[src/rtl/its_err_pkg.sv]
// Package with the constants, types and lookup functions of the translation error reporting block.
package its_err_pkg;

   localparam int CHIP_W  = 4;
   localparam int VPE_W   = 16;
   localparam int VINT_W  = 16;
   localparam int SYND_W  = 17;
   localparam int EXTRA_W = 64;
   localparam int ADDR_W  = 12;
   localparam int VPT_W   = 6;

   // Register byte offsets.
   localparam logic [ADDR_W-1:0] OFF_CTRL      = 12'h000;
   localparam logic [ADDR_W-1:0] OFF_STATUS    = 12'h004;
   localparam logic [ADDR_W-1:0] OFF_SYNDROME  = 12'h008;
   localparam logic [ADDR_W-1:0] OFF_EXTRA_LO  = 12'h00c;
   localparam logic [ADDR_W-1:0] OFF_EXTRA_HI  = 12'h010;
   localparam logic [ADDR_W-1:0] OFF_VPE_LIMIT = 12'h014;

   // Field positions.
   localparam int CTRL_REN_BIT   = 0;
   localparam int CTRL_STALL_BIT = 1;
   localparam int ST_VALID_BIT   = 0;
   localparam int ST_KIND_BIT    = 1;
   localparam int ST_STALL_BIT   = 2;
   localparam int ST_OVF_BIT     = 3;
   localparam int EXT_EVTHI_BIT  = 50;
   localparam int EXT_EVT_LSB    = 24;
   localparam int EXT_EVT_W      = 20;
   localparam int EXT_DEV_W      = 24;
   localparam int EXT_COLL_W     = 14;
   localparam int EVT_HI_LSB     = 20;

   // Reset values.
   localparam logic [1:0]       CTRL_RST      = 2'h1;
   localparam logic [VPE_W-1:0] VPE_LIMIT_RST = 16'hffff;

   // Doorbell limits for the map command.
   localparam logic [31:0] DB_LOW_LIMIT = 32'h0000_2000;
   localparam logic [31:0] DB_EXEMPT    = 32'h0000_03ff;

   // Syndrome encodings.
   localparam logic [SYND_W-1:0] SYN_VINVALL_LOST  = 17'h12d33;
   localparam logic [SYND_W-1:0] SYN_DEV_RANGE     = 17'h10301;
   localparam logic [SYND_W-1:0] SYN_DEV_UNMAPPED  = 17'h10304;
   localparam logic [SYND_W-1:0] SYN_EVT_RANGE     = 17'h10305;
   localparam logic [SYND_W-1:0] SYN_EVT_UNMAPPED  = 17'h10307;
   localparam logic [SYND_W-1:0] SYN_ENTRY_INVALID = 17'h10310;
   localparam logic [SYND_W-1:0] SYN_TGT_DISABLED  = 17'h10323;
   localparam logic [SYND_W-1:0] SYN_CHIP_OFF      = 17'h10325;
   localparam logic [SYND_W-1:0] SYN_PHYS_RANGE    = 17'h10326;
   localparam logic [SYND_W-1:0] SYN_VNUM_RANGE    = 17'h12426;
   localparam logic [SYND_W-1:0] SYN_VPE_UNMAPPED  = 17'h12430;
   localparam logic [SYND_W-1:0] SYN_VPE_RANGE     = 17'h12431;
   localparam logic [SYND_W-1:0] SYN_VPE_CHIP_OFF  = 17'h12425;
   localparam logic [SYND_W-1:0] SYN_VNUM_REMOTE   = 17'h12432;
   localparam logic [SYND_W-1:0] SYN_VPE_LOST      = 17'h12433;
   localparam logic [SYND_W-1:0] SYN_MAP_VPE       = 17'h12903;
   localparam logic [SYND_W-1:0] SYN_MAP_DOORBELL  = 17'h12904;
   localparam logic [SYND_W-1:0] SYN_MAP_VPT       = 17'h12910;
   localparam logic [SYND_W-1:0] SYN_MAP_TARGET    = 17'h12920;

   typedef enum logic [4:0] {
      vinvalidate_all_lost_vpe_error  = 5'h00,
      translate_device_range_error    = 5'h01,
      translate_unmapped_device_error = 5'h02,
      translate_event_range_error     = 5'h03,
      translate_unmapped_event_error  = 5'h04,
      translate_invalid_entry_error   = 5'h05,
      translate_target_disabled_error = 5'h06,
      translate_chip_offline_error    = 5'h07,
      translate_physical_range_error  = 5'h08,
      virtual_number_range_error      = 5'h09,
      virtual_pe_unmapped_error       = 5'h0a,
      virtual_pe_range_error          = 5'h0b,
      virtual_pe_chip_offline_error   = 5'h0c,
      virtual_number_range_remote_error = 5'h0d,
      virtual_pe_lost_error           = 5'h0e,
      map_vpe_id_range_error          = 5'h10,
      map_doorbell_range_error        = 5'h11,
      map_table_size_error            = 5'h12,
      map_target_range_error          = 5'h13
   } err_kind_t;

   typedef enum logic [1:0] {
      rec_empty   = 2'b00,
      rec_held    = 2'b01,
      rec_stalled = 2'b11
   } rec_state_t;

   typedef struct packed {
      logic                    psel;
      logic                    penable;
      logic                    pwrite;
      logic [ADDR_W-1:0]       paddr;
      logic [31:0]             pwdata;
   } apb_req_t;

   typedef struct packed {
      logic                    pready;
      logic [31:0]             prdata;
      logic                    pslverr;
   } apb_rsp_t;

   typedef struct packed {
      logic                    valid;
      err_kind_t               kind;
      logic                    from_doorbell;
      logic [31:0]             device_identifier;
      logic [31:0]             event_identifier;
      logic [EXT_COLL_W-1:0]   collection_id;
      logic [31:0]             redistributor;
      logic [31:0]             physical_id;
      logic [CHIP_W-1:0]       chip_number;
      logic [VINT_W-1:0]       virtual_interrupt_bits;
      logic [VPE_W-1:0]        virtual_pe_identifier;
   } trans_event_t;

   typedef struct packed {
      logic                    valid;
      logic [VPE_W-1:0]        virtual_pe_identifier;
      logic [31:0]             doorbell_id;
      logic [VPT_W-1:0]        virtual_pending_table_size;
      logic [15:0]             redistributor_index;
   } map_cmd_t;

   function automatic logic [SYND_W-1:0] syndrome_of(input err_kind_t k);
      case (k)
         vinvalidate_all_lost_vpe_error:    syndrome_of = SYN_VINVALL_LOST;
         translate_device_range_error:      syndrome_of = SYN_DEV_RANGE;
         translate_unmapped_device_error:   syndrome_of = SYN_DEV_UNMAPPED;
         translate_event_range_error:       syndrome_of = SYN_EVT_RANGE;
         translate_unmapped_event_error:    syndrome_of = SYN_EVT_UNMAPPED;
         translate_invalid_entry_error:     syndrome_of = SYN_ENTRY_INVALID;
         translate_target_disabled_error:   syndrome_of = SYN_TGT_DISABLED;
         translate_chip_offline_error:      syndrome_of = SYN_CHIP_OFF;
         translate_physical_range_error:    syndrome_of = SYN_PHYS_RANGE;
         virtual_number_range_error:        syndrome_of = SYN_VNUM_RANGE;
         virtual_pe_unmapped_error:         syndrome_of = SYN_VPE_UNMAPPED;
         virtual_pe_range_error:            syndrome_of = SYN_VPE_RANGE;
         virtual_pe_chip_offline_error:     syndrome_of = SYN_VPE_CHIP_OFF;
         virtual_number_range_remote_error: syndrome_of = SYN_VNUM_REMOTE;
         virtual_pe_lost_error:             syndrome_of = SYN_VPE_LOST;
         map_vpe_id_range_error:            syndrome_of = SYN_MAP_VPE;
         map_doorbell_range_error:          syndrome_of = SYN_MAP_DOORBELL;
         map_table_size_error:              syndrome_of = SYN_MAP_VPT;
         map_target_range_error:            syndrome_of = SYN_MAP_TARGET;
         default:                           syndrome_of = '0;
      endcase
   endfunction

   // The five translation checks are gated by the report enable and may stall.
   function automatic logic is_gated(input err_kind_t k);
      is_gated = (k >= translate_device_range_error) && (k <= translate_invalid_entry_error);
   endfunction

   function automatic logic always_stalls(input err_kind_t k);
      always_stalls = (k == map_vpe_id_range_error) || (k == map_doorbell_range_error) ||
                      (k == map_table_size_error);
   endfunction

   function automatic logic error_kind_of(input err_kind_t k);
      error_kind_of = !is_gated(k) && !always_stalls(k);
   endfunction

endpackage

[src/rtl/its_command_error_reporting.sv]
// Error detection and syndrome record of the interrupt translation service, with an APB register slave.
//
// How it works
// - Invalidate-all on a lost virtual PE: syndrome 0x12d33, kind 1, no stall, PE id.
// - Device beyond range: 0x10301, enable gated, optional stall, device id bits 31:0.
// - Unmapped device: 0x10304, enable gated, device id in bits 23:0 when not stalled.
// - Event beyond map size: 0x10305, bit 50 OR of event 31:20, event, device fields.
// - Unmapped event: 0x10307, enable gated, same event and device field layout.
// - Unsupported event entry: 0x10310, collection id in bits 13:0 when not stalled.
// - Target with message interrupts disabled: 0x10323, kind 1, no stall, target recorded.
// - Target PE on offline chip: 0x10325, kind 1, no stall, target recorded.
// - Physical number beyond target width: 0x10326, no stall, interrupt dropped, id recorded.
// - Virtual number beyond table size: 0x12426, chip, virtual bits, PE id recorded.
// - Virtual PE unmapped: 0x12430, virtual bits and PE id recorded.
// - Virtual PE outside configured range: 0x12431, virtual bits and PE id recorded.
// - Virtual PE on offline chip: 0x12425, chip, virtual bits, PE id recorded.
// - Virtual number range failure on remote chip: distinct 0x12432, same three fields.
// - Lost virtual PE: 0x12433, kind 1, no stall.
// - Map command PE id over limits: 0x12903, kind 0, stalls, records zero.
// - Map doorbell over maximum or below 8192 except 1023: 0x12904, stalls.
// - Map table size over maximum: 0x12910, stalls, records zero.
// - Map target index out of range: 0x12920, kind 1, no stall, records zero.
// - Debug data of the five gated translation checks only for doorbell writes, never for raise commands.
//
// Local design decisions: the APB slave port and the register addresses.
`timescale 1ns/1ps

module its_command_error_reporting #(
   parameter logic [15:0]                 VPE_HW_MAX = 16'hffff,
   parameter logic [31:0]                 DB_HW_MAX  = 32'h0000_ffff,
   parameter logic [5:0]                  VPT_HW_MAX = 6'h10,
   parameter logic [15:0]                 RD_COUNT   = 16'h0008
) (
   input  wire logic                      clock_i,
   input  wire logic                      sys_rst_i,
   input  wire its_err_pkg::apb_req_t     apb_i,
   output its_err_pkg::apb_rsp_t          apb_o,
   input  wire its_err_pkg::trans_event_t event_i,
   input  wire its_err_pkg::map_cmd_t     map_i,
   output logic                           stall_o,
   output logic                           record_valid_o,
   output logic                           drop_o
);
   import its_err_pkg::*;

   apb_rsp_t           apb_rsp_r;
   logic [1:0]         ctrl_r;
   logic [VPE_W-1:0]   vpe_limit_r;
   rec_state_t         rec_state_r;
   rec_state_t         rec_state_nxt;
   logic [SYND_W-1:0]  syndrome_r;
   logic [EXTRA_W-1:0] extra_r;
   logic               kind_r;
   logic               overflow_r;
   logic               stall_r;
   logic               drop_r;

   logic               bus_access;
   logic               bus_write;
   logic               addr_hit;
   logic [31:0]        read_word;
   logic               clear_record;
   logic               clear_overflow;
   logic               map_hit;
   err_kind_t          map_kind;
   logic               event_ok;
   logic               cand_valid;
   err_kind_t          cand_kind;
   logic               cand_stall;
   logic [EXTRA_W-1:0] cand_extra;
   logic               capture;
   logic               lost_event;

   // Builds the extra word for a translation or invalidate event.
   function automatic logic [EXTRA_W-1:0] event_extra(input trans_event_t ev, input logic stalled);
      logic [EXTRA_W-1:0] w;
      w = '0;
      case (ev.kind)
         vinvalidate_all_lost_vpe_error: begin
            w[VPE_W-1:0] = ev.virtual_pe_identifier;
         end
         translate_device_range_error: begin
            w[31:0] = ev.device_identifier;
         end
         translate_unmapped_device_error: begin
            w[EXT_DEV_W-1:0] = ev.device_identifier[EXT_DEV_W-1:0];
         end
         translate_event_range_error, translate_unmapped_event_error: begin
            w[EXT_EVTHI_BIT] = |ev.event_identifier[31:EVT_HI_LSB];
            w[EXT_EVT_LSB+EXT_EVT_W-1:EXT_EVT_LSB] = ev.event_identifier[EXT_EVT_W-1:0];
            w[EXT_DEV_W-1:0] = ev.device_identifier[EXT_DEV_W-1:0];
         end
         translate_invalid_entry_error: begin
            w[EXT_COLL_W-1:0] = ev.collection_id;
         end
         translate_target_disabled_error, translate_chip_offline_error: begin
            w[31:0] = ev.redistributor;
         end
         translate_physical_range_error: begin
            w[31:0] = ev.physical_id;
         end
         virtual_number_range_error, virtual_pe_chip_offline_error, virtual_number_range_remote_error: begin
            w[CHIP_W+VINT_W+VPE_W-1:0] = {ev.chip_number, ev.virtual_interrupt_bits,
                                          ev.virtual_pe_identifier};
         end
         virtual_pe_unmapped_error, virtual_pe_range_error, virtual_pe_lost_error: begin
            w[VINT_W+VPE_W-1:0] = {ev.virtual_interrupt_bits, ev.virtual_pe_identifier};
         end
         default: begin
            w = '0;
         end
      endcase
      // A raise command or a stalled stream leaves no debug data for the gated checks.
      if (is_gated(ev.kind) && (stalled || !ev.from_doorbell)) begin
         w = '0;
      end
      event_extra = w;
   endfunction

   // Bus decode. The access phase always takes two cycles: pready rises one edge after penable.
   assign bus_access = apb_i.psel && apb_i.penable && apb_rsp_r.pready;
   assign bus_write  = bus_access && apb_i.pwrite && addr_hit;

   always_comb begin
      addr_hit  = 1'b1;
      read_word = '0;
      case (apb_i.paddr)
         OFF_CTRL: begin
            read_word[1:0] = ctrl_r;
         end
         OFF_STATUS: begin
            read_word[ST_VALID_BIT] = (rec_state_r != rec_empty);
            read_word[ST_KIND_BIT]  = kind_r;
            read_word[ST_STALL_BIT] = stall_r;
            read_word[ST_OVF_BIT]   = overflow_r;
         end
         OFF_SYNDROME: begin
            read_word[SYND_W-1:0] = syndrome_r;
         end
         OFF_EXTRA_LO: begin
            read_word = extra_r[31:0];
         end
         OFF_EXTRA_HI: begin
            read_word = extra_r[EXTRA_W-1:32];
         end
         OFF_VPE_LIMIT: begin
            read_word[VPE_W-1:0] = vpe_limit_r;
         end
         default: begin
            addr_hit = 1'b0;
         end
      endcase
   end

   always_ff @(posedge clock_i or posedge sys_rst_i) begin
      if (sys_rst_i) begin
         apb_rsp_r <= '0;
      end else begin
         apb_rsp_r.pready  <= apb_i.psel && apb_i.penable && !apb_rsp_r.pready;
         apb_rsp_r.prdata  <= read_word;
         apb_rsp_r.pslverr <= apb_i.psel && apb_i.penable && !apb_rsp_r.pready && !addr_hit;
      end
   end

   always_ff @(posedge clock_i or posedge sys_rst_i) begin
      if (sys_rst_i) begin
         ctrl_r <= CTRL_RST;
      end else if (bus_write && (apb_i.paddr == OFF_CTRL)) begin
         ctrl_r <= apb_i.pwdata[1:0];
      end
   end

   always_ff @(posedge clock_i or posedge sys_rst_i) begin
      if (sys_rst_i) begin
         vpe_limit_r <= VPE_LIMIT_RST;
      end else if (bus_write && (apb_i.paddr == OFF_VPE_LIMIT)) begin
         vpe_limit_r <= apb_i.pwdata[VPE_W-1:0];
      end
   end

   assign clear_record   = bus_write && (apb_i.paddr == OFF_STATUS) && apb_i.pwdata[ST_VALID_BIT];
   assign clear_overflow = bus_write && (apb_i.paddr == OFF_STATUS) && apb_i.pwdata[ST_OVF_BIT];

   // First checks of a virtual PE map command, in a fixed order of precedence.
   always_comb begin
      map_hit  = 1'b0;
      map_kind = map_vpe_id_range_error;
      if (map_i.valid) begin
         if ((map_i.virtual_pe_identifier > VPE_HW_MAX) || (map_i.virtual_pe_identifier > vpe_limit_r)) begin
            map_hit  = 1'b1;
            map_kind = map_vpe_id_range_error;
         end else if ((map_i.doorbell_id > DB_HW_MAX) ||
                      ((map_i.doorbell_id < DB_LOW_LIMIT) && (map_i.doorbell_id != DB_EXEMPT))) begin
            map_hit  = 1'b1;
            map_kind = map_doorbell_range_error;
         end else if (map_i.virtual_pending_table_size > VPT_HW_MAX) begin
            map_hit  = 1'b1;
            map_kind = map_table_size_error;
         end else if (map_i.redistributor_index >= RD_COUNT) begin
            map_hit  = 1'b1;
            map_kind = map_target_range_error;
         end
      end
   end

   // A gated translation check is ignored outright while the report enable is low.
   assign event_ok = event_i.valid && (!is_gated(event_i.kind) || ctrl_r[CTRL_REN_BIT]);

   // Map errors win a tie because three of them stall the command stream.
   always_comb begin
      cand_valid = map_hit || event_ok;
      cand_kind  = map_hit ? map_kind : event_i.kind;
      cand_stall = always_stalls(cand_kind) ||
                   (is_gated(cand_kind) && ctrl_r[CTRL_STALL_BIT]);
      if (map_hit) begin
         cand_extra = '0;
      end else begin
         cand_extra = event_extra(event_i, cand_stall);
      end
   end

   // Only one record exists; a clear in the same cycle as a new error lets the new one in.
   assign capture    = cand_valid && ((rec_state_r == rec_empty) || clear_record);
   assign lost_event = (cand_valid && !capture) || (map_hit && event_ok);

   always_comb begin
      rec_state_nxt = rec_state_r;
      if (capture) begin
         rec_state_nxt = cand_stall ? rec_stalled : rec_held;
      end else if (clear_record) begin
         rec_state_nxt = rec_empty;
      end
   end

   always_ff @(posedge clock_i or posedge sys_rst_i) begin
      if (sys_rst_i) begin
         rec_state_r <= rec_empty;
      end else begin
         case (rec_state_nxt)
            rec_empty:   rec_state_r <= rec_empty;
            rec_held:    rec_state_r <= rec_held;
            rec_stalled: rec_state_r <= rec_stalled;
            default:     rec_state_r <= rec_empty;
         endcase
      end
   end

   always_ff @(posedge clock_i or posedge sys_rst_i) begin
      if (sys_rst_i) begin
         syndrome_r <= '0;
         extra_r    <= '0;
         kind_r     <= 1'b0;
      end else if (capture) begin
         syndrome_r <= syndrome_of(cand_kind);
         extra_r    <= cand_extra;
         kind_r     <= error_kind_of(cand_kind);
      end
   end

   always_ff @(posedge clock_i or posedge sys_rst_i) begin
      if (sys_rst_i) begin
         overflow_r <= 1'b0;
      end else if (lost_event) begin
         overflow_r <= 1'b1;
      end else if (clear_overflow) begin
         overflow_r <= 1'b0;
      end
   end

   // The stall is released only by software clearing the record.
   always_ff @(posedge clock_i or posedge sys_rst_i) begin
      if (sys_rst_i) begin
         stall_r <= 1'b0;
      end else begin
         stall_r <= (rec_state_nxt == rec_stalled);
      end
   end

   always_ff @(posedge clock_i or posedge sys_rst_i) begin
      if (sys_rst_i) begin
         drop_r <= 1'b0;
      end else begin
         drop_r <= event_ok && (event_i.kind == translate_physical_range_error);
      end
   end

   always_ff @(posedge clock_i or posedge sys_rst_i) begin
      if (sys_rst_i) begin
         record_valid_o <= 1'b0;
      end else begin
         record_valid_o <= (rec_state_nxt != rec_empty);
      end
   end

   assign apb_o   = apb_rsp_r;
   assign stall_o = stall_r;
   assign drop_o  = drop_r;

endmodule

[config.mk]
export PLATFORM = sky130hd
export DESIGN_NAME = its_command_error_reporting
export DESIGN_NICKNAME = d
export VERILOG_FILES = /design/src/rtl/its_err_pkg.sv /design/src/rtl/its_command_error_reporting.sv
export SDC_FILE = /design/constraint.sdc
export NUM_CORES = 1
export LEC_CHECK = 0
export BUFFER_PORTS_ARGS = -buffer_cell sky130_fd_sc_hd__clkbuf_2
export CAP_MARGIN = 20
export CORE_AREA = 2 2 131 133
export CTS_CLUSTER_SIZE = 30
export DETAILED_ROUTE_END_ITERATION = 12
export DIE_AREA = 0 0 133 135
export PLACE_DENSITY = 0.84
export SYNTH_ARGS = -nofsm -noshare
export SYNTH_HDL_FRONTEND = slang
export SYNTH_SLANG_ARGS = --single-unit
[constraint.sdc]
create_clock -name clock_i -period 5.1 [get_ports clock_i]
set_input_delay 0.765 -clock clock_i [delete_from_list [all_inputs] [get_ports clock_i]]
set_output_delay 0.765 -clock clock_i [all_outputs]
set_load 0.05 [all_outputs]
Yosys cells after proc, flatten, opt, wreduce, memory -nomap -nowiden
Memory sizes are Yosys's and may differ from the RTL's. A register that Yosys moved wholly into a read port is not among the register bits.
Index checks and enable logic that the tools add are counted.
Word-level totals
  register bits: 140
  bits in read-only memories: 352
  input port bits: 305
  output and inout bits: 37
  word-level logic and storage cells: 134
  memories: 1
Memories
  (no name shown): depth 32, bits a word 11, read ports 1, clocked after memory_dff 1, write ports 0, line its_err_pkg.sv:128  | case (k)
Cells by class
  order comparisons: 10
  eq/ne operators: 25
  mux-type cells: 32
  reduce and logical (&&, ||, !) cells: 53
Operator list (count)
  51-bit 2-to-1 mux: 2
  14-bit case mux with 5 select lines: 1
  12-bit case mux with 4 select lines: 1
  8-bit case mux with 5 select lines: 1
  5-bit by 4-bit equality test with 1-bit output (second input constant): 7
  32-bit by 16-bit greater-than comparator with 1-bit output (second input constant): 1
  32-bit by 14-bit < comparator with 1-bit output (second input constant): 1
  32-bit by 10-bit != test with 1-bit output (second input constant): 1
  8-bit case mux with 4 select lines: 1
  15-bit case mux with 2 select lines: 1
  12-bit by 4-bit equality test with 1-bit output (second input constant): 2
  12-bit by 5-bit equality test with 1-bit output (second input constant): 2
  1-bit logical AND: 22
  5-bit by 3-bit equality test with 1-bit output (second input constant): 4
  16-bit by 4-bit greater-or-equal comparator with 1-bit output (second input constant): 1
  16-bit greater-than comparator: 1
  16-bit greater-than comparator (second input constant): 1
  2-bit 2-to-1 mux: 8
  5-bit equality test (second input constant): 3
  12-bit by 3-bit equality test with 1-bit output (second input constant): 1
  12-bit logical NOT: 1
  2-bit case mux with 6 select lines: 1
  12-bit OR reduction: 1
  6-bit OR reduction: 2
  24 further kinds: 53

Logic depth before layout (Yosys ltp)
  depth in word-level cells: 15
  gate-level depth with buffers: 17
  mapped depth without buffers: 16

Worst setup path after synthesis
No wires, ideal clock.
  path kind: in2reg
  from: input port map_i[68] in the netlist's numbering
  to: register extra_r[26]
  setup time: 0.076 ns
  arrival: 3.833 ns
  required time: 5.024 ns
  setup slack: 1.191 ns
  cell stages on the path: 15
  buffers on the path: 2
  cell sequence: ha_1 a21oi_1 nand2_1 a22oi_1 or4b_2 buf_6 a21oi_1 inv_1 ha_1 or3_1 nand3_1 and3_1 o21ai_2 buf_6 o2bb2ai_2
Between the ends
  longest elaborated chain between the ends: 13
  elaborated cells between the ends (all ways): 24
  those cells by class: order compare: 4; eq/ne: 3; mux: 7; reduce/logical: 10
Ends and longest elaborated chain
  start: declaration: line its_command_error_reporting.sv:39  | input wire its_err_pkg::map_cmd_t map_i,
  16-bit greater-than comparator: line its_command_error_reporting.sv:189  | if ((map_i.virtual_pe_identifier > VPE_HW_MAX) || (map_i.virtual_pe_identifier > vpe_limit_r)) begin
  1-bit logical OR *: line its_command_error_reporting.sv:189
  2-bit 2-to-1 mux or 1-bit 2-to-1 mux (tied branches): line its_command_error_reporting.sv:189
  2-bit 2-to-1 mux or 1-bit 2-to-1 mux (tied branches): line its_command_error_reporting.sv:188  | if (map_i.valid) begin
  5-bit 2-to-1 mux: line its_command_error_reporting.sv:212  | cand_kind = map_hit ? map_kind : event_i.kind;
  5-bit by 1-bit greater-or-equal comparator with 1-bit output (tied with other cells): line its_err_pkg.sv:154  | is_gated = (k >= translate_device_range_error) && (k <= translate_invalid_entry_error);
  1-bit logical AND or 1-bit logical OR (tied branches): line its_err_pkg.sv:154, its_err_pkg.sv:158
  1-bit logical AND or 1-bit logical OR (tied branches): line its_command_error_reporting.sv:214, its_err_pkg.sv:158
  1-bit logical OR: line its_command_error_reporting.sv:213  | cand_stall = always_stalls(cand_kind) ||
  1-bit logical OR: line its_command_error_reporting.sv:114  | if (is_gated(ev.kind) && (stalled || !ev.from_doorbell)) begin
  1-bit logical AND: line its_command_error_reporting.sv:114
  51-bit 2-to-1 mux: line its_command_error_reporting.sv:114
  51-bit 2-to-1 mux: line its_command_error_reporting.sv:215  | if (map_hit) begin
  end signal: assignment: line its_command_error_reporting.sv:255  | extra_r <= cand_extra;
  end: declaration: line its_command_error_reporting.sv:52  | logic [EXTRA_W-1:0] extra_r;
Mark *: on every way between the ends. The rest lies on a longest branch, timed or not.
A chain may end at the register's enable or synchronous reset.

Worst setup path in the final report
  from: register vpe_limit_r[14]
  to: register extra_r[37]
Between the ends
  longest elaborated chain between the ends: 13
  elaborated cells between the ends (all ways): 23
  those cells by class: order compare: 3; eq/ne: 3; mux: 7; reduce/logical: 10
Ends and longest elaborated chain
  start: declaration: line its_command_error_reporting.sv:48  | logic [VPE_W-1:0] vpe_limit_r;
  start signal: assignment: line its_command_error_reporting.sv:177  | vpe_limit_r <= apb_i.pwdata[VPE_W-1:0];
  16-bit greater-than comparator *: line its_command_error_reporting.sv:189
  1-bit logical OR *: line its_command_error_reporting.sv:189
  2-bit 2-to-1 mux or 1-bit 2-to-1 mux (tied branches): line its_command_error_reporting.sv:189
  2-bit 2-to-1 mux or 1-bit 2-to-1 mux (tied branches): line its_command_error_reporting.sv:188
  5-bit 2-to-1 mux: line its_command_error_reporting.sv:212
  5-bit by 1-bit greater-or-equal comparator with 1-bit output (tied with other cells): line its_err_pkg.sv:154
  1-bit logical AND or 1-bit logical OR (tied branches): line its_err_pkg.sv:154, its_err_pkg.sv:158
  1-bit logical AND or 1-bit logical OR (tied branches): line its_command_error_reporting.sv:214, its_err_pkg.sv:158
  1-bit logical OR: line its_command_error_reporting.sv:213
  1-bit logical OR: line its_command_error_reporting.sv:114
  1-bit logical AND: line its_command_error_reporting.sv:114
  51-bit 2-to-1 mux: line its_command_error_reporting.sv:114
  51-bit 2-to-1 mux: line its_command_error_reporting.sv:215
Marks and branches as above.

==> results.toml <==
[run_status]
outcome = "finished, final reports clean"

[global_route]
grt_pass1_wl_um = 34360
grt_overflow = 0
grt_pass1_vias = 6446
antenna_found_initial = 0
grt_max_degree = 73
grt_usage_pct = 24.86

[sta]
fmaxAchievable_ghz = 0.2195
setup_violations = 0
finalCritPeriodShare_pct = 89.31
period_minus_slack_ns = 4.555
hold_viol_final = 0
tns_ns = 0
skew_ns = 0.01097
tightest_slew_ns = 1.062
setup_ws_ns = 0.5451
rsz0062_at_grt = "false"
finalMaxSlewViolations = 0
slew-limit-headroom_pct = 29.20

[floorplanning]
dieWidth_um = 133
fp-row-count = 47
ioPinCount = 342
die-area_um2 = 17960
initial_utilization_pct = 40.70
die_h_um = 135
core_um2 = 16410

[synthesis]
synthMostInstantiatedCell = "dfrtp_1"
synth_edf_count = 0
synth_top_area_cell = "dfrtp_1"
ys_warn_count = 0
yosysTopAreaCellShare_pct = 36.35
synth_cells = 611
syn_nets = 936
avgSynthCellArea_um2 = 10.93
seq_area_frac_synth_pct = 43.04
synth-seq-cells = 114
synth.top_cells.by_area = "dfrtp_1, o2bb2ai_2, dfstp_2"
ys.flop_type = "dfrtp_1"
ys_async_sr_fraction_pct = 100.0
syn_area_um2 = 6678
yosysUniqueCellTypes = 71
ys_top_cells_by_count = "dfrtp_1, inv_1"

[finish]
multiInputGateArea_um2 = 3483
fill_cells = 1373
num-nets-final = 1248
drive_gt1_share_pct = 49.36
area_growth_pct = 35.62
post-route-util_pct = 55.20
regArea_um2 = 2874

[worst_setup_path]
cp.arrival_ns = 4.89
critPathMaxFanout = 9
critPathKind = "register to register"
rr_worst_depth = 14
worstPathRequired_ns = 5.44
cp-start-kind = "register"
endpoint_kind = "register"

[detailed_routing]
wl_per_cell_um = 19.71
dr.pass1.iters = 5
dr_total_vias = 6570
routed_wirelength_um = 22800
routed_via_density = 5.678
ant_nets = 0
drt-initial-drc-count = 604
drc_errors = 0

[cts]
cts_tree = "done"
path_clk_slew_ns = 0.05
post_cts_buffers = 0
cts_root_buf = "clkbuf_16"
clk-insertion-delay-late_ns = 0.41
hold_buffers = 0
cts_buffers = 17
clockBufferDepth = 2
numClockSinks = 114
cts_resized = 0
h-tree-depth = 4

[pwr]
fin_total_pwr_mw = 2.551
p_per_area_nw_per_um2 = 281.7
p_leak_nw = 4.397
ir_worst_vdd_mv = 0.2393

[placed_design]
io_buffer_count = 322
dp_slack_ns = 0.3611
hpwl_um = 17580
gp_congestion = 0.9104

[flow_run]
maxCapViolCount = 0

[min_path]
hold_class = "register to register"
worstHoldPathCells = 1
==> cell families after synthesis <==
group / Yosys count / synth area share (%)
and+or+nand+nor: 140 / 11.13
adders and majority gates: 20 / 3.747
DFF: 114 / 43.04
AOI/OAI and AO/OA: 217 / 29.62
muxes: 42 / 7.045
buffers and inverters: 78 / 5.415
==> routing by layer <==
metal,share of wire [%],up-vias,track usage (%)
li1,-,3022,-
met1,41,3190,32.22
met2,50,328,42.37
met3,7.3,30,4.617
met4,1.6,0,7.766
met5,0,-,0
==> critical path, cell delays in order (launching register included) <==
cell and delay, ns:
dfstp_2 0.56, inv_1 0.05, ha_1 0.30, a21oi_1 0.16, nand2_1 0.08, a22oi_1 0.27
or4b_2 0.80, a21oi_1 0.39, inv_1 0.12, ha_1 0.26, or3_1 0.44, nand3_1 0.10
and3_1 0.22, and3_1 0.48, a22o_1 0.24
==> final cells by class <==
cell class | count | share of cell area, %
Clock inverter | 10 | 0.9533
Inverter | 33 | 1.395
Clock buffer | 22 | 5.126
Sequential cell | 114 | 31.74
Antenna cell | 1 | 0.02763
Timing Repair Buffer | 338 | 19.26
Multi-Input combinational cell | 419 | 38.46
Tap cell | 220 | 3.040
==> power by group <==
part	total (mW)	internal (mW)	switching [mW]
Sequential	1.02	0.970	0.0479
Clock	1.10	0.690	0.410
Combinational	0.433	0.211	0.222
==> registers in the layout, summed over array words and instances, names as in the netlist <==
signal,cells
rec_state_r,2
syndrome_r,11
kind_r,1
ctrl_r,2
apb_o,34
extra_r,45
drop_o,1
overflow_r,1
vpe_limit_r,16
record_valid_o,1
==> path summary, 6_finish.rpt <==
check	slack [ns]	end	start
worst max-delay path	0.55	extra_r[37]	vpe_limit_r[14]
worst min-delay path	0.47	apb_o[33]	apb_o[33]
worst max register to register	0.55	extra_r[37]	vpe_limit_r[14]
worst min register to register	0.47	apb_o[33]	apb_o[33]
max in group asynchronous	3.46	vpe_limit_r[5]	sys_rst_i
min in group asynchronous	0.53	apb_o[18]	sys_rst_i
==> through the flow <==
| step | std cells | cell area, um^2 | hold slack, ns |
|---|---|---|---|
| after floorplan | 611 | 6678 | 0.4474 |
| after global placement | 1119 | 8453 | 0.4619 |
| after detailed placement | 1121 | 8472 | 0.4651 |
| after CTS | 1153 | 9022 | 0.4726 |
| after global routing | 1156 | 9054 | 0.4857 |
| final | 1157 | 9056 | 0.4715 |
==> cells in the final DEF, fill, tap and decap left out, types with 12 or more instances in the layout <==
master / n
a21oi_1: 30
a221o_1: 22
a222oi_1: 20
a22o_1: 29
and2_1: 15
buf_4: 12
clkbuf_16: 17
clkbuf_2: 323
dfrtp_1: 97
dfstp_2: 17
ha_1: 20
inv_1: 32
mux2_2: 23
mux2i_1: 14
nand2_1: 26
nor2_1: 28
o21ai_0: 13
o2bb2ai_2: 30
Power figures use the tool's default switching activity.
